## src/rtl/asmc_defs.vh

```
// Constants for the asynchronous serial mode control block.
`ifndef ASMC_DEFS_VH
`define ASMC_DEFS_VH
`define ASMC_ADDR_MODE 16'hFF90
`define ASMC_ADDR_BAUD 16'hFF91
`define ASMC_ADDR_DATA 16'hFF92
`define ASMC_ADDR_STAT 16'hFF93
`define ASMC_MODE_RESET 8'h01
`define ASMC_BAUD_RESET 8'h1F
`define ASMC_STAT_RESET 8'h00
`define ASMC_STAT_FLAG_RESET 3'h0
`define ASMC_MODE_POWER 7
`define ASMC_MODE_TXEN 6
`define ASMC_MODE_RXEN 5
`define ASMC_MODE_PAR_HI 4
`define ASMC_MODE_PAR_LO 3
`define ASMC_MODE_CHLEN 2
`define ASMC_MODE_STOPLEN 1
`define ASMC_MODE_ERRROUTE 0
`define ASMC_STAT_PARITY 2
`define ASMC_STAT_FRAMING 1
`define ASMC_STAT_OVERRUN 0
`define ASMC_BAUD_MASK 8'hDF
`define ASMC_K_MIN 5'h08
`define ASMC_PAR_NONE 2'h0
`define ASMC_PAR_ZERO 2'h1
`define ASMC_PAR_ODD 2'h2
`define ASMC_PAR_EVEN 2'h3
`endif

```

## src/rtl/asmc_top.v

```verilog
// Asynchronous serial interface with mode, baud and status registers.
// Functional notes
// RULE1 - Reset loads mode register with 01H.
// RULE2 - Power bit low resets transmit and receive logic.
// RULE3 - Enable bits select stop, receive, transmit, both.
// RULE4 - Both disabled: no transfer, pins to port.
// RULE5 - Parity field: none, zero, odd, even.
// RULE6 - Seven or eight data bits; one or two stops.
// RULE7 - Routing zero: error raises only error interrupt.
// RULE8 - Routing one: error raises completion interrupt instead.
// RULE9 - Transmit pin low when unpowered, idles high.
// RULE10 - Software enables pin output after power bit.
// RULE11 - Software stops transfers before changing mode.
// RULE12 - Software sets pin directions and latch.
// RULE13 - Start-bit framed bytes, full duplex.
// RULE14 - Dedicated baud generator times both directions.
// RULE15 - Receiver checks one stop; flags framing, parity.
// RULE16 - Unread buffer: overrun, new byte discarded.
// RULE17 - Divide value k from 8 to 31.
// RULE18 - Status resets 00H, read-only, three error flags.
// RULE19 - LSB first, parity, stops, idle high.
`timescale 1ns/1ps
`include "asmc_defs.vh"
module asmc_top #(
	parameter PRESC_BASE = 16
) (
	input wire mclk_i,
	input wire rst_i,
	input wire [15:0] addr_i,
	input wire wr_i,
	input wire rd_i,
	input wire [7:0] wdata_i,
	output reg [7:0] rdata_o,
	input wire serial_rx_pin_i,
	output reg serial_tx_pin_o,
	output reg serial_tx_pin_oe_o,
	output reg rx_serial_role_o,
	output reg receive_done_irq_o,
	output reg receive_error_irq_o,
	output reg tx_ready_o
);
	localparam S_IDLE = 3'h0;
	localparam S_START = 3'h1;
	localparam S_DATA = 3'h2;
	localparam S_PAR = 3'h3;
	localparam S_STOP = 3'h4;

	reg [7:0] mode_q;
	reg [7:0] baud_q;
	reg [2:0] stat_q;
	reg [7:0] rxbuf_q;
	reg rx_full_q;
	wire core_rst;
	wire power;
	wire tx_on;
	wire rx_on;
	wire [1:0] par_sel;
	wire [3:0] nbits;
	wire [4:0] k_eff;
	wire sel_mode;
	wire sel_baud;
	wire sel_data;
	wire sel_stat;

	assign power = mode_q[`ASMC_MODE_POWER];
	// Power low holds the serial logic in reset without a clock edge.
	assign core_rst = rst_i | ~power; // RULE2
	assign tx_on = power & mode_q[`ASMC_MODE_TXEN]; // RULE3
	assign rx_on = power & mode_q[`ASMC_MODE_RXEN]; // RULE3
	assign par_sel = mode_q[`ASMC_MODE_PAR_HI:`ASMC_MODE_PAR_LO];
	assign nbits = mode_q[`ASMC_MODE_CHLEN] ? 4'h8 : 4'h7; // RULE6
	// Prohibited divide values below eight run as eight.
	assign k_eff = (baud_q[4:0] < `ASMC_K_MIN) ? `ASMC_K_MIN :
		baud_q[4:0]; // RULE17
	assign sel_mode = (addr_i == `ASMC_ADDR_MODE);
	assign sel_baud = (addr_i == `ASMC_ADDR_BAUD);
	assign sel_data = (addr_i == `ASMC_ADDR_DATA);
	assign sel_stat = (addr_i == `ASMC_ADDR_STAT);

	// Control registers see only the chip reset, never the power bit.
	always @(posedge mclk_i or posedge rst_i) begin
		if (rst_i) begin
			mode_q <= `ASMC_MODE_RESET; // RULE1
			baud_q <= `ASMC_BAUD_RESET;
			rdata_o <= 8'h00;
		end else begin
			if (wr_i && sel_mode) begin
				mode_q <= wdata_i;
			end
			if (wr_i && sel_baud) begin
				baud_q <= wdata_i & `ASMC_BAUD_MASK;
			end
			if (rd_i) begin
				if (sel_mode) begin
					rdata_o <= mode_q;
				end else if (sel_baud) begin
					rdata_o <= baud_q;
				end else if (sel_data) begin
					rdata_o <= rxbuf_q;
				end else if (sel_stat) begin
					rdata_o <= {5'h00, stat_q}; // RULE18
				end else begin
					rdata_o <= 8'h00;
				end
			end
		end
	end

	// Baud prescaler: one tick every PRESC_BASE << select cycles.
	reg [15:0] presc_q;
	reg tick_q;
	wire [15:0] presc_len;
	assign presc_len = (PRESC_BASE[15:0] << baud_q[7:6]) - 16'h0001;
	always @(posedge mclk_i or posedge core_rst) begin
		if (core_rst) begin
			presc_q <= 16'h0000;
			tick_q <= 1'b0;
		end else begin
			tick_q <= (presc_q == presc_len); // RULE14
			presc_q <= (presc_q >= presc_len) ? 16'h0000 : presc_q + 16'h0001;
		end
	end

	// Transmit data buffer; the transmitter stalls it while busy.
	wire tb_ready;
	wire tb_valid;
	wire [7:0] tb_data;
	reg tb_pop;
	asmc_buf2 #(.W(8)) u_txbuf (
		.mclk_i(mclk_i),
		.rst_i(core_rst),
		.in_valid_i(wr_i && sel_data && tx_on),
		.in_ready_o(tb_ready),
		.in_data_i(wdata_i),
		.out_valid_o(tb_valid),
		.out_ready_i(tb_pop),
		.out_data_o(tb_data)
	);

	// Transmitter: start, data LSB first, parity, stop bits.
	reg [2:0] ts_q;
	reg [7:0] tsh_q;
	reg [3:0] tbit_q;
	reg [4:0] tk_q;
	reg tpar_q;
	reg tstop2_q;
	wire tbit_end;
	assign tbit_end = tick_q && (tk_q == k_eff - 5'h01);
	always @(posedge mclk_i or posedge core_rst) begin
		if (core_rst) begin
			ts_q <= S_IDLE;
			tsh_q <= 8'h00;
			tbit_q <= 4'h0;
			tk_q <= 5'h00;
			tpar_q <= 1'b0;
			tstop2_q <= 1'b0;
			tb_pop <= 1'b0;
			serial_tx_pin_o <= 1'b0; // RULE9
		end else begin
			tb_pop <= 1'b0;
			if (tick_q) begin
				tk_q <= (tk_q == k_eff - 5'h01) ? 5'h00 : tk_q + 5'h01;
			end
			case (ts_q)
			S_IDLE: begin
				serial_tx_pin_o <= 1'b1; // RULE9
				if (tb_valid && tx_on && !tb_pop) begin
					tsh_q <= tb_data;
					tb_pop <= 1'b1;
					// Dropping the line here gives the start bit a full k ticks.
					serial_tx_pin_o <= 1'b0; // RULE13
					tk_q <= 5'h00;
					tbit_q <= 4'h0;
					tstop2_q <= mode_q[`ASMC_MODE_STOPLEN];
					case (par_sel) // RULE5
					`ASMC_PAR_ODD: tpar_q <= ~(^(nbits == 4'h8 ?
						tb_data : {1'b0, tb_data[6:0]}));
					`ASMC_PAR_EVEN: tpar_q <= ^(nbits == 4'h8 ?
						tb_data : {1'b0, tb_data[6:0]});
					default: tpar_q <= 1'b0;
					endcase
					ts_q <= S_START;
				end
			end
			S_START: begin
				serial_tx_pin_o <= 1'b0; // RULE13
				if (tbit_end) begin
					ts_q <= S_DATA;
					serial_tx_pin_o <= tsh_q[0]; // RULE19
				end
			end
			S_DATA: begin
				if (tbit_end) begin
					tsh_q <= {1'b0, tsh_q[7:1]};
					tbit_q <= tbit_q + 4'h1;
					if (tbit_q == nbits - 4'h1) begin
						if (par_sel != `ASMC_PAR_NONE) begin
							ts_q <= S_PAR;
							serial_tx_pin_o <= tpar_q;
						end else begin
							ts_q <= S_STOP;
							serial_tx_pin_o <= 1'b1;
						end
					end else begin
						serial_tx_pin_o <= tsh_q[1];
					end
				end
			end
			S_PAR: begin
				if (tbit_end) begin
					ts_q <= S_STOP;
					serial_tx_pin_o <= 1'b1;
				end
			end
			S_STOP: begin
				serial_tx_pin_o <= 1'b1;
				if (tbit_end) begin
					if (tstop2_q) begin
						tstop2_q <= 1'b0; // RULE6
					end else begin
						ts_q <= S_IDLE;
					end
				end
			end
			default: ts_q <= S_IDLE;
			endcase
		end
	end

	// Receive pin: three stages; a change counts when 2 and 3 agree.
	reg rx_s1_q;
	reg rx_s2_q;
	reg rx_s3_q;
	reg rx_lvl_q;
	always @(posedge mclk_i or posedge rst_i) begin
		if (rst_i) begin
			rx_s1_q <= 1'b1;
			rx_s2_q <= 1'b1;
			rx_s3_q <= 1'b1;
			rx_lvl_q <= 1'b1;
		end else begin
			rx_s1_q <= serial_rx_pin_i;
			rx_s2_q <= rx_s1_q;
			rx_s3_q <= rx_s2_q;
			if (rx_s2_q == rx_s3_q) begin
				rx_lvl_q <= rx_s3_q;
			end
		end
	end

	// Receiver: samples mid-bit; only the first stop bit is checked.
	reg [2:0] rs_q;
	reg [7:0] rsh_q;
	reg [3:0] rbit_q;
	reg [4:0] rk_q;
	reg rpar_q;
	wire rsample;
	wire rpar_bad;
	wire rerr;
	wire rovr;
	assign rsample = tick_q && (rk_q == k_eff - 5'h01);
	assign rpar_bad = par_sel[1] && (rpar_q != (par_sel == `ASMC_PAR_EVEN ?
		^rsh_q : ~^rsh_q)); // RULE15
	assign rovr = rx_full_q; // RULE16
	assign rerr = rpar_bad | ~rx_lvl_q | rovr;
	always @(posedge mclk_i or posedge core_rst) begin
		if (core_rst) begin
			rs_q <= S_IDLE;
			rsh_q <= 8'h00;
			rbit_q <= 4'h0;
			rk_q <= 5'h00;
			rpar_q <= 1'b0;
			rxbuf_q <= 8'h00;
			rx_full_q <= 1'b0;
			stat_q <= `ASMC_STAT_FLAG_RESET; // RULE18
			receive_done_irq_o <= 1'b0;
			receive_error_irq_o <= 1'b0;
		end else begin
			receive_done_irq_o <= 1'b0;
			receive_error_irq_o <= 1'b0;
			// A flag raised in the read cycle survives the clear.
			if (rd_i && sel_stat) begin
				stat_q <= 3'h0;
			end
			if (rd_i && sel_data) begin
				rx_full_q <= 1'b0;
			end
			if (tick_q) begin
				rk_q <= (rk_q == k_eff - 5'h01) ? 5'h00 : rk_q + 5'h01;
			end
			case (rs_q)
			S_IDLE: begin
				if (rx_on && !rx_lvl_q) begin // RULE4
					rs_q <= S_START;
					rk_q <= {1'b0, k_eff[4:1]};
					rbit_q <= 4'h0;
					rsh_q <= 8'h00;
				end
			end
			S_START: begin
				if (rsample) begin
					rs_q <= rx_lvl_q ? S_IDLE : S_DATA;
				end
			end
			S_DATA: begin
				if (rsample) begin
					rsh_q[rbit_q[2:0]] <= rx_lvl_q; // RULE19
					rbit_q <= rbit_q + 4'h1;
					if (rbit_q == nbits - 4'h1) begin
						rs_q <= (par_sel != `ASMC_PAR_NONE) ? S_PAR : S_STOP;
					end
				end
			end
			S_PAR: begin
				if (rsample) begin
					rpar_q <= rx_lvl_q;
					rs_q <= S_STOP;
				end
			end
			S_STOP: begin
				if (rsample) begin
					rs_q <= S_IDLE;
					stat_q <= {rpar_bad, ~rx_lvl_q, rovr}; // RULE15
					if (!rovr) begin
						rxbuf_q <= rsh_q; // RULE16
						rx_full_q <= 1'b1;
					end
					if (rerr && !mode_q[`ASMC_MODE_ERRROUTE]) begin
						receive_error_irq_o <= 1'b1; // RULE7
					end else begin
						receive_done_irq_o <= 1'b1; // RULE8
					end
				end
			end
			default: rs_q <= S_IDLE;
			endcase
		end
	end

	// Pin roles follow the enables; serial role only when enabled.
	always @(posedge mclk_i or posedge rst_i) begin
		if (rst_i) begin
			serial_tx_pin_oe_o <= 1'b0;
			rx_serial_role_o <= 1'b0;
			tx_ready_o <= 1'b0;
		end else begin
			serial_tx_pin_oe_o <= tx_on; // RULE4
			rx_serial_role_o <= rx_on; // RULE3
			tx_ready_o <= tb_ready & tx_on;
		end
	end
endmodule

```

## src/rtl/asmc_buf2.v

```verilog
// Two-entry valid/ready buffer for transmit data.
`timescale 1ns/1ps
module asmc_buf2 #(
	parameter W = 8
) (
	input wire mclk_i,
	input wire rst_i,
	input wire in_valid_i,
	output wire in_ready_o,
	input wire [W-1:0] in_data_i,
	output wire out_valid_o,
	input wire out_ready_i,
	output wire [W-1:0] out_data_o
);
	reg [W-1:0] mem0_q;
	reg [W-1:0] mem1_q;
	reg [1:0] cnt_q;
	wire push;
	wire pop;

	// Entry 0 is always the head, so the output never needs a mux.
	assign push = in_valid_i && (cnt_q != 2'h2);
	assign pop = out_ready_i && (cnt_q != 2'h0);
	assign in_ready_o = (cnt_q != 2'h2);
	assign out_valid_o = (cnt_q != 2'h0);
	assign out_data_o = mem0_q;

	// Shift on pop; a push lands behind whatever remains.
	always @(posedge mclk_i or posedge rst_i) begin
		if (rst_i) begin
			mem0_q <= {W{1'b0}};
			mem1_q <= {W{1'b0}};
			cnt_q <= 2'h0;
		end else begin
			if (pop) begin
				mem0_q <= mem1_q;
			end
			if (push) begin
				if (cnt_q == 2'h0 || (cnt_q == 2'h1 && pop)) begin
					mem0_q <= in_data_i;
				end else begin
					mem1_q <= in_data_i;
				end
			end
			cnt_q <= cnt_q + {1'b0, push} - {1'b0, pop};
		end
	end
endmodule

```

## config.mk

```make
export PLATFORM = sky130hd
export DESIGN_NAME = asmc_top
export DESIGN_NICKNAME = d
export VERILOG_FILES = /design/src/rtl/asmc_top.v /design/src/rtl/asmc_buf2.v
export VERILOG_INCLUDE_DIRS = /design/src /design/src/rtl
export SDC_FILE = /design/constraint.sdc
export NUM_CORES = 1
export LEC_CHECK = 0
export ABC_AREA = 1
export BUFFER_PORTS_ARGS = -buffer_cell sky130_fd_sc_hd__buf_4
export CORE_MARGIN = 3
export CORE_UTILIZATION = 57
export DETAILED_ROUTE_END_ITERATION = 8
export PLACE_DENSITY_LB_ADDON = 0.1
export RECOVER_POWER = 25
export SLEW_MARGIN = 20
export SYNTH_ARGS = -nofsm -noshare
export SYNTH_HDL_FRONTEND = slang
export SYNTH_SLANG_ARGS = --single-unit
export TNS_END_PERCENT = 5
```

## constraint.sdc

```tcl
create_clock -name mclk_i -period 11 [get_ports mclk_i]
set_clock_uncertainty 0.1 [all_clocks]
set_input_delay 2.2 -clock mclk_i [delete_from_list [all_inputs] [get_ports mclk_i]]
set_output_delay 2.2 -clock mclk_i [all_outputs]
set_load 0.05 [all_outputs]
```

== After elaboration in Yosys (flattened, before gate mapping) ==
Cells that the tools add are included.
Cells by class
  add/sub/neg operators: 10
  muxes and demuxes: 78
  equality and inequality tests: 37
  shifts and indexed selects: 1
  bitwise operators: 11
  $lt $le $gt $ge: 4
  reductions and logical operators: 43
Operators with widths (count)
  8-bit two-way mux: 11
  16-bit equality test (second input constant): 4
  3-bit two-way mux: 18
  5-bit two-way mux: 9
  8-bit one-hot mux with 2 select lines: 2
  3-bit one-hot mux with 5 select lines: 2
  2-bit != test (second input constant): 14
  1-bit two-way mux: 22
  4-bit two-way mux: 5
  1-bit logical AND: 17
  16-bit by 1-bit adder with 16-bit output (second input constant): 1
  16-bit equality test: 1
  16-bit >= comparator: 1
  16-bit two-way mux: 1
  4-bit one-hot mux with 2 select lines: 2
  8-bit parity: 2
  5-bit by 2-bit << shifter with 16-bit output (first input constant): 1
  16-bit by 1-bit subtractor with 16-bit output (second input constant): 1
  3-bit AND reduction: 5
  3-bit by 2-bit equality test with 1-bit output (second input constant): 4
  5-bit by 1-bit adder with 5-bit output (second input constant): 2
  5-bit equality test: 2
  2-bit nonzero test: 5
  4-bit by 1-bit adder with 4-bit output (second input constant): 2
  other kinds (32): 50
Storage, ports and cells
  logic and storage cells: 217
  register bits after elaboration: 124
  output and inout port bits: 14
  bits of input ports: 29

== Longest topological paths before layout ==
Gate-level depths: netlist of the first run.
  word-level depth: 10
  depth in mapped cells: 17
  gate-level depth less buffers: 17

== Modules after synthesis ==
From an unflattened synthesis of the first run, not the netlist that was laid out.
Unflattened totals
  cells, all modules: 888
  area total of the unflattened synthesis: 6891.6 sq um
Modules (own cells, without submodules)
  asmc_top: cells an instance 763, times used 1, area each 5963.2 sq um, seq. area each 2665.1 sq um
  asmc_buf2: cells an instance 125, times used 1, area each 928.4 sq um, seq. area each 450.4 sq um

== Worst setup path after synthesis of the first run ==
Ideal clock, no wire load.
  path type: input port to flip-flop
  start point: input addr_i[14]
  end point: register u_txbuf.mem0_q[3], in the netlist u_txbuf.out_data_o[3]
  path buffers: 1
  setup time: 0.130 ns
  data required time: 10.770 ns
  slack: 7.317 ns
  arrival time: 3.453 ns
  stages on the path: 10
  cell sequence: nand4_1 -> nor2_4 -> nand4_2 -> nor2_1 -> nand2_1 -> inv_1 -> nand2_2 -> buf_2 -> o211ai_1 -> o21ai_0
Between the ends
  longest elaborated chain between the ends: 5
RTL lines
  start: declaration: RTL line asmc_top.v:29  | input wire [15:0] addr_i,
  16-bit equality test (no source line)
  1-bit logical AND (2 in series): RTL line asmc_top.v:132  | .in_valid_i(wr_i && sel_data && tx_on),
  1-bit logical AND: RTL line asmc_buf2.v:22  | assign push = in_valid_i && (cnt_q != 2'h2);
  8-bit two-way mux: RTL line asmc_buf2.v:38  | if (push) begin
  end signal: assignment: RTL line asmc_buf2.v:31  | mem0_q <= {W{1'b0}};
  end signal: assignment: RTL line asmc_buf2.v:36  | mem0_q <= mem1_q;
  end signal: assignment: RTL line asmc_buf2.v:40  | mem0_q <= in_data_i;
  end: declaration: RTL line asmc_buf2.v:15  | reg [W-1:0] mem0_q;
No other way between the ends.
A chain may end at the register's enable or synchronous reset.

==> results of run 1 <==
## power by group through the flow
stage | Combinational [µW] | Sequential [µW] | Clock (µW)
2_1_floorplan | 55.2 | 499 | 0
3_3_place_gp | 73.8 | 503 | 0
4_1_cts | 78.8 | 497 | 537
6_report | 78.2 | 497 | 530
3_5_place_dp | 77.5 | 505 | 0
5_1_grt | 90.2 | 499 | 557
## synth_stat cells (6+ instances only)
master / number
clkbuf_1: 9
o21ai_1: 13
dfstp_2: 10
ha_1: 22
nor3_1: 17
nor2_1: 87
xnor2_1: 15
o211ai_1: 9
nand2_1: 245
mux2i_1: 6
nand3_1: 66
nor2_4: 6
a21oi_1: 20
nand4_1: 13
xor2_1: 18
inv_1: 102
o21ai_0: 46
dfrtp_1: 114
## final timing paths
check,cells after the start,from,slack [ns],endpoint
min,0,rx_s1_q,0.26,rx_s2_q
max reg2reg,14,baud_q[4],7.58,rxbuf_q[7]
max,3,rst_i,6.91,tsh_q[0]
max in group mclk_i,8,addr_i[14],7.24,u_txbuf.mem1_q[6]
min reg2reg,0,rx_s1_q,0.26,rx_s2_q
min in group asynchronous,3,mode_q[7],0.53,presc_q[2]
## stage by stage
stage                     std cells  util, %  setup WS (ns)  total power, µW  instance area [µm²]
after floorplan                 865        -          3.223            554.6                 6784
after global placement         1038    62.85          6.913            576.8                 7238
after detailed placement       1038    62.91          6.809            582.0                 7244
after CTS                      1070    67.76          7.229             1112                 7804
after global routing           1070    67.41          6.427             1147                 7762
final                          1070    67.41          6.915             1105                 7762
## final cells by class
class / instances / area [µm²] / area share [%]
Tap cell: 143 / 178.9 / 2.305
Sequential cell: 124 / 3115 / 40.14
Clock inverter: 13 / 106.4 / 1.370
Multi-Input combinational cell: 620 / 3184 / 41.02
Timing Repair Buffer: 44 / 322.8 / 4.159
Inverter: 107 / 401.6 / 5.174
Clock buffer: 19 / 452.9 / 5.835
## flip-flops by register name (all words and copies together) (netlist names), 2 cells and up
name,count
u_txbuf.cnt_q,2
rs_q,3
rbit_q,4
baud_q,7
u_txbuf.mem1_q,8
tk_q,5
mode_q,8
ts_q,3
rk_q,5
rxbuf_q,8
rdata_o,8
u_txbuf.out_data_o,8
tbit_q,4
tsh_q,8
presc_q,16
rsh_q,8
stat_q,3
## layer usage
metal,GRT usage [%],vias to the layer above
met2,37.85,166
met5,0,-
li1,-,2898
met3,5.737,27
met1,37.49,2792
met4,7.199,0
## critical path: cells and delay by family
family / cells / cell delay, ns
buffers and inverters: 2 / 1.71
and+or+nand+nor: 1 / 0.11
## kinds of logic after synthesis
| family | count (synthesis) | share of synthesized area [%] |
|---|---|---|
| xor gates and xnor gates | 33 | 4.263 |
| buffers and inverters | 121 | 6.920 |
| and+or+nand+nor | 453 | 29.12 |
| muxes | 7 | 1.052 |
| other | 1 | 0.05531 |
| AOI/OAI and AO/OA | 102 | 8.433 |
| adders and majority gates | 23 | 4.207 |
| DFF | 124 | 45.95 |
==> metrics.txt, run 1 <==
met1 WL=7.754 mm; Final Max Tran Viols=43; Post-synth EDFFs=0; initial antenna violation count=0; detailed placer's ending HPWL=11.53 mm; Synth Cell Area=6780 µm²; clock latency on the worst-skew pair=0.42 ns; FILL cells=930; initial core utilization=58.88%; asr flop ratio synth=100.0%; PwrDens=142.3 nW/µm²; Clk Tree Root Cell=clkbuf_16; P_int=815.8 µW; IO Port Bufs=42; drt pass-1 iters=5; Total GRT Usage=25.41%; WL final=15.74 mm; status=complete, but fails checks; post_cts resized=0; Sink Count=124; worst slew margin relative to its limit=-49.57%; max-cap violation count=1; postcts setup bufs=0; Final nets=965; CTS Buf Count=17; violated checks=max-capacitance violations, max-slew violations; Yosys cell types=44; worst-path cell chain=clkbuf_1 -> nor2_4 -> clkbuf_1; Synth Instances=864; vias in the first global route=5536; Ys Warns=0; CP max FO=42; sequential area share after synthesis=45.95%; Die Wd=115.1 µm; die area=13240 µm²; WL met2=6.871 mm; leading cell type in the layout, fill and taps excluded=nand2_1; Synth Register Bits=124; post-synth top area share=42.07%; DRC=0; met3 wire len=874 µm; Flop pwr share=45.0%; worst-margin pin slew=2.244 ns; starting DRC count in detailed routing=541; largest area contributor in the netlist=dfrtp_1; most frequent cells in the layout=248 x nand2_1, 114 x dfrtp_1, 103 x inv_1; number of setup violations in the final report=0; Net Sw Power=288.7 µW; predominant post-synthesis flop cell=dfrtp_1; largest net degree at the start of global routing=53; first-pass GRT wire length=26.68 mm; topmost layer with routed signal wires=met4; RSZ-0062 raised after global routing=no; total grt overflow=0; share of post-route cells with drive strength above 1=10.79%; hold_ws=0.2605 ns; Max Freq=244.8 MHz; Crit path required time=10.96 ns; GPL Wtd Cong=0.8954; Worst setup EP type=async pin; CTS tree=built; CP arrival=4.05 ns; average cell area after synthesis=7.848 µm²; fin crit share=37.14%; clock tree buffer depth=2; Clock transition at path regs=0.06 ns; Max stage delay on crit path=1.60 ns; leakage=0.003899 µW; Core Box Area=11520 µm²; CP max-delay cell=clkbuf_1; Setup crit start kind=primary input; Antenna Violating Nets Remaining=0; # diodes=0; hold_buf cts=0; clock share of power=47.9%; Area Overhead vs Synth=14.49%; Hold Path Class=flop to flop; top cells by area, synth=dfrtp_1 42%, nand2_1 14%, inv_1 5.6%; post-DR vias/cell=5.498; via count=5883; Hold Fails Final Rpt=0; Tmin final=4.085 ns; IO Pins=43; die height=115.1 µm; sw frac=26.14%; Critical Path Most Common Cell=clkbuf_1; final setup TNS=0 ns; H-tree depth=4; VDD IR-drop max=0.1077 mV; Gate power share=7.1%; crit path kind=primary input to async pin; WL per Instance=14.71 µm; Row Count=39
Note: power is estimated with default switching activity, not from simulation.
==> run 2, diff against run 1 <==
- clock period: 11 -> 3.9 ns (I/O delays scaled with it)
==> run 2 against run 1 <==
  * The run still ends with max-capacitance violations, max-slew violations left
  * Non-clock buffer count grew 3
  * Routed wire length fell by 1.1%
  * Total power increased to 2.9 times the previous value
  * Count of clock-buffer cells in the layout is the same
  * Sequential power grew to 2.8 times the previous value
  * Cell count is 0.28% higher
  * Via count decreased by 0.68%
  * Critical endpoint is now stat_q[0]
  * Largest cell class unchanged
==> metrics.txt, run 2 (same netlist as run 1, synthesis figures left out) <==
status=complete, but fails checks; violated checks=max-capacitance violations, max-slew violations; total grt overflow=0 (unchanged); IO Port Bufs=42 (unchanged); PwrDens=405.3 nW/µm² (+180%); H-tree depth=4 (unchanged); initial antenna violation count=0 (unchanged); Final Max Tran Viols=43 (unchanged); crit path kind=flop to flop; register-to-register setup slack=1.20 ns (-6.38 ns); clock share of power=49.0% (+1.1 points); max FFs per register=16 (unchanged); via count=5843 (-0.68%); IO Pins=43 (unchanged); topmost layer with routed signal wires=met4; most frequent cells in the layout=245 x nand2_1, 114 x dfrtp_1, 102 x inv_1; Net Sw Power=776.5 µW (+170%); drt pass-1 iters=5 (unchanged); fin crit share=69.26%; first-pass GRT wire length=26.31 mm (-1.4%); Clk Tree Root Cell=clkbuf_16; Hold Path Class=flop to flop; CTS Buf Count=17 (unchanged); CP arrival=2.91 ns (-1.14 ns); Flop pwr share=44.1% (-0.9 points); WL per Instance=14.51 µm (-1.4%); die area=13240 µm² (unchanged); detailed placer's ending HPWL=11.63 mm (+0.84%); met3 wire len=911 µm (+4.2%); Antenna Violating Nets Remaining=0 (unchanged); sw frac=24.42% (-1.7 points); Die Wd=115.1 µm (unchanged); vias in the first global route=5494 (-0.76%); VDD IR-drop max=0.3503 mV (+230%); CTS tree=built; Total GRT Usage=25.41% (about the same); Clock transition at path regs=0.06 ns (about the same); Core Util, Final=68.12% (+0.72 points); # diodes=0 (unchanged); initial core utilization=58.88% (unchanged); Worst setup EP type=flop; worst slew margin relative to its limit=-47.66% (+1.9 points); CP max FO=13 (-69%); Hold Fails Final Rpt=0 (unchanged); Area Overhead vs Synth=15.70%; post-DR vias/cell=5.445 (-0.96%); largest net degree at the start of global routing=53 (unchanged); leakage=0.003950 µW (+1.3%); worst-margin pin slew=2.215 ns (-0.02859 ns); share of post-route cells with drive strength above 1=11.72% (+0.93 points); hold_buf cts=0 (unchanged); Largest Register=presc_q; Gate power share=6.9% (-0.2 points); WL met2=6.957 mm (+1.3%); Max Freq=370.2 MHz; Setup crit start kind=flop; number of setup violations in the final report=0 (unchanged); starting DRC count in detailed routing=458 (-15%); post_cts resized=0 (unchanged); die height=115.1 µm (unchanged); max-cap violation count=1 (unchanged); Sink Count=124 (unchanged); final setup TNS=0 ns (unchanged); GPL Wtd Cong=0.9814 (+9.6%); leading cell type in the layout, fill and taps excluded=nand2_1; Row Count=39 (unchanged); RSZ-0062 raised after global routing=no; Tmin final=2.701 ns; clock tree buffer depth=2 (unchanged); Final nets=968 (+0.31%); postcts setup bufs=0 (unchanged); met1 WL=7.456 mm (-3.8%); DRC=0 (unchanged); Core Box Area=11520 µm² (unchanged); Crit path required time=4.11 ns (-6.85 ns); clock latency on the worst-skew pair=0.42 ns (about the same); WL final=15.57 mm (-1.1%); P_int=2403 µW (+190%)
-- run 2: final cells by class --
class / instances / area, µm²
Sequential cell: 124 / 3115
Timing Repair Buffer: 47 / 345.3
Clock buffer: 19 / 442.9
Clock inverter: 13 / 142.6
Tap cell: 143 / 178.9
Multi-Input combinational cell: 620 / 3218
Fill cell: 936 / 3671
Inverter: 107 / 401.6
-- run 2: metal layers --
layer  vias to the layer above  track usage, %
li1                       2899               -
met3                        18           5.895
met1                      2754           36.21
met4                         0           9.155
met2                       172           38.27
met5                         -               0
-- run 2: path summary, 6_finish.rpt --
path	startpoint	to	depth (start not counted)
setup / recovery	baud_q[4]	stat_q[0]	14
hold / removal	rx_s1_q	rx_s2_q	0
setup reg to reg	baud_q[4]	stat_q[0]	14
hold reg to reg	rx_s1_q	rx_s2_q	0
max in group asynchronous	rst_i	tk_q[1]	3
min in group asynchronous	mode_q[7]	presc_q[3]	3
-- run 2: through the flow --
stage               area [µm²]  worst slack, ns  power [µW]  instances  hold WS (ns)
floorplan                 6792            1.249        1564        865        0.2452
global placement          7261            1.177        1630       1041        0.2528
detailed placement        7267            1.117        1640       1041        0.2497
CTS                       7853            1.202        3203       1073        0.2614
global route              7845           0.7672        3302       1073        0.2681
finish                    7845            1.199        3180       1073        0.2642
-- run 2: critical path, stage by stage, from the launching register on --
cell,delay (ns)
dfstp_2,0.57
inv_2,0.08
nand2_4,0.08
nand2_2,0.08
ha_1,0.34
xor2_1,0.17
nand3_1,0.09
nor2_1,0.10
nand2_1,0.08
nor2_4,0.15
nand2_4,0.12
nor2_4,0.27
nand2_2,0.19
nand2_1,0.11
inv_1,0.05
-- run 2: power by group through the flow --
stage / sequential, µW / clock [µW] / combinational (µW)
finish: 1400 / 1560 / 218
global route: 1410 / 1640 / 254
CTS: 1400 / 1580 / 219
detailed placement: 1420 / 0 / 215
global placement: 1420 / 0 / 209
floorplan: 1410 / 0 / 156
==> run 3, diff against run 2 <==
- ABC_AREA: 1 -> 0
- clock period: 3.9 -> 2.8 ns (I/O delays scaled with it)
==> run 3 against run 2 <==
  * The run ends with max-capacitance violations, max-slew violations, negative setup slack left
  * Non-clock buffer count up 37
  * Register-to-register slack lost 1.2 ns
  * Global-route usage fell by 0.16 points
  * Sequential share of layout area shrank 1.9 points
  * Highest routed layer unchanged
==> metrics.txt, run 3 <==
status=complete, but fails checks; violated checks=max-capacitance violations, max-slew violations, negative setup slack; number of setup violations in the final report=1 (+1); die area=13120 µm² (-0.89%); fin crit share=100.5% (+31 points); PwrDens=564.2 nW/µm² (+39%); die height=114.6 µm (-0.45%); WL per Instance=17.79 µm (+23%); Crit path required time=3.05 ns (-1.06 ns); asr flop ratio synth=100.0% (unchanged); top cells by area, synth=dfrtp_1 42%, mux2_2 6.7%, mux2i_1 4.2%; post-synth top area share=42.47% (+0.40 points); P_int=3531 µW (+47%); share of post-route cells with drive strength above 1=27.28% (+16 points); hold_buf cts=0 (unchanged); Synth Instances=654 (-24%); clock tree buffer depth=2 (unchanged); IO Port Bufs=42 (unchanged); largest net degree at the start of global routing=95 (+79%); met3 Track Usage GR=6.290% (+0.39 points); max-cap violation count=1 (unchanged); clock latency on the worst-skew pair=0.42 ns (about the same); IO Pins=43 (unchanged); Gate power share=8.8% (+1.9 points); Layout Cell Area excl Fill=8234 µm² (+5.0%); Hold Path Class=primary input to flop; average cell area after synthesis=10.27 µm² (+31%); Clk Tree Root Cell=clkbuf_16; CP max FO=8 (-5); vias in the first global route=5253 (-4.4%); initial antenna violation count=0 (unchanged); placed cell count=848 (-19%); M1 GR Usage=32.25% (-4.0 points); most frequent cells in the layout=114 x dfrtp_1, 73 x buf_4, 63 x nand2_1; Total GRT Usage=25.25% (-0.16 points); first-pass GRT wire length=25.86 mm (-1.7%); Clock transition at path regs=0.06 ns (about the same); Net Sw Power=1115 µW (+44%); H-tree depth=4 (unchanged); Setup crit start kind=flop; leading cell type in the layout, fill and taps excluded=dfrtp_1; Core Box Area=11470 µm² (-0.42%); Synth Register Bits=124 (unchanged); Synth Cell Area=6716 µm² (-0.94%); max FFs per register=16 (unchanged); leakage=0.003907 µW (-1.1%); total grt overflow=0 (unchanged); Post-synth EDFFs=0 (unchanged); Row Count=39 (unchanged); Largest Register=presc_q; VDD IR-drop max=0.5388 mV (+54%); initial core utilization=58.57% (-0.31 points); final std cells w/o fill=887 (-17%); Final nets=782 (-19%); Worst setup EP type=flop; drt pass-1 iters=4 (-1); predominant post-synthesis flop cell=dfrtp_1; sw frac=23.99% (-0.43 points); WL final=15.78 mm (+1.4%); detailed placer's ending HPWL=10.92 mm (-6.1%); Yosys cell types=71 (+61%); # diodes=0 (unchanged); Ys Warns=0 (unchanged); Flop pwr share=42.2% (-1.9 points); cell with the most instances after synthesis=dfrtp_1; crit path kind=flop to flop; clock share of power=49.0% (about the same); Sink Count=124 (unchanged); sequential area share after synthesis=46.39% (+0.44 points); synth cell count leaders=114 x dfrtp_1, 64 x nand2_1, 40 x mux2_2; Tmin final=2.814 ns (+0.1127 ns); CTS Buf Count=17 (unchanged); worst slew margin relative to its limit=-5.694% (+42 points); RSZ-0062 raised after global routing=yes; CP arrival=3.07 ns (+0.16 ns); FILL cells=812 (-13%); GPL Wtd Cong=0.8242 (-16%); DRC=0 (unchanged); Area Overhead vs Synth=22.60%; starting DRC count in detailed routing=334 (-27%); GR Util met2=42.03% (+3.8 points); largest area contributor in the netlist=dfrtp_1; CTS tree=built; post-DR vias/cell=5.825 (+7.0%); Die Wd=114.6 µm (-0.45%); worst-margin pin slew=1.585 ns (-0.6295 ns); Placed Area=7408 µm² (+1.9%); Max Freq=355.4 MHz (-4.0%); via count=5167 (-12%); hold_ws=0.1461 ns (-0.1181 ns); setup ws final=-0.01387 ns (-1.213 ns); GRT Max-Usage Layer=met2; Antenna Violating Nets Remaining=0 (unchanged); Hold Fails Final Rpt=0 (unchanged); Final Max Tran Viols=31 (-28%)
==> run 3: per-layer routing <==
metal  routed length (µm)  part of all wire [%]
met5                    0                     0
met4                  241                   1.5
met3                  581                   3.7
met2                 8051                    51
met1                 6906                    44
==> run 3: area by class of cell <==
class	count	area [µm²]	share of cell area, %
Timing Repair Buffer	84	650.6	7.902
Clock buffer	20	456.7	5.546
Sequential cell	124	3115	37.84
Multi-Input combinational cell	470	3543	43.03
Clock inverter	12	161.4	1.960
Inverter	34	127.6	1.550
Tap cell	143	178.9	2.173
==> run 3: timing repair <==
item,in CTS,in global routing
pin swaps,6,8
gates resized for setup,17,25
setup buffers,3,3
gates cloned,0,1
setup endpoints to repair,46,49
==> run 3: critical path: stages, from the launching register on <==
cell and delay (ns):
dfstp_2 0.55, o21a_1 0.16, inv_2 0.05, ha_4 0.17
buf_6 0.12, or3b_2 0.19, a21boi_2 0.07, a2111oi_4 0.35
buf_4 0.19, nand4_4 0.18, buf_6 0.19, or3_1 0.31
a21oi_2 0.12
==> run 3: stage by stage <==
| stage | setup TNS (ns) | utilization [%] | power [µW] | setup slack [ns] |
|---|---|---|---|---|
| after floorplan | -4.041 | - | 2223 | -0.2617 |
| after global placement | -1.381 | 64.60 | 2328 | -0.08711 |
| after detailed placement | -4.410 | 64.60 | 2363 | -0.1496 |
| after CTS | -0.2523 | 70.82 | 4639 | -0.04114 |
| after global routing | -1.822 | 71.81 | 4812 | -0.1367 |
| final | -0.01387 | 71.81 | 4646 | -0.01387 |
==> run 3: cells by family (layout without fill, tap and decap cells) <==
| logic type | Yosys count | after routing | synth area share [%] |
|---|---|---|---|
| and+or+nand+nor | 227 | 227 | 18.00 |
| adders and majority gates | 24 | 24 | 4.415 |
| AOI/OAI and AO/OA | 99 | 100 | 9.445 |
| DFF | 124 | 124 | 46.39 |
| other | 1 | 2 | 0.05583 |
| buffers and inverters | 62 | 150 | 3.614 |
| xor gates and xnor gates | 46 | 46 | 6.203 |
| muxes | 71 | 71 | 11.89 |
==> run 3: worst paths after layout <==
kind,from,end,slack [ns],depth (start not counted)
min in group asynchronous,rst_i,rdata_o[7],0.58,3
min,serial_rx_pin_i,rx_s1_q,0.15,1
min reg2reg,rx_s1_q,rx_s2_q,0.26,0
max reg2reg,baud_q[3],rbit_q[2],-0.01,12
max in group asynchronous,mode_q[7],tsh_q[0],0.99,2
max,baud_q[3],rbit_q[2],-0.01,12
==> run 3: power by group through the flow <==
stage          combinational [µW]  sequential (µW)  clock, µW
2_1_floorplan                 260             1960          0
3_3_place_gp                  348             1980          0
3_5_place_dp                  378             1990          0
4_1_cts                       386             1960       2300
5_1_grt                       450             1970       2390
6_report                      409             1960       2280
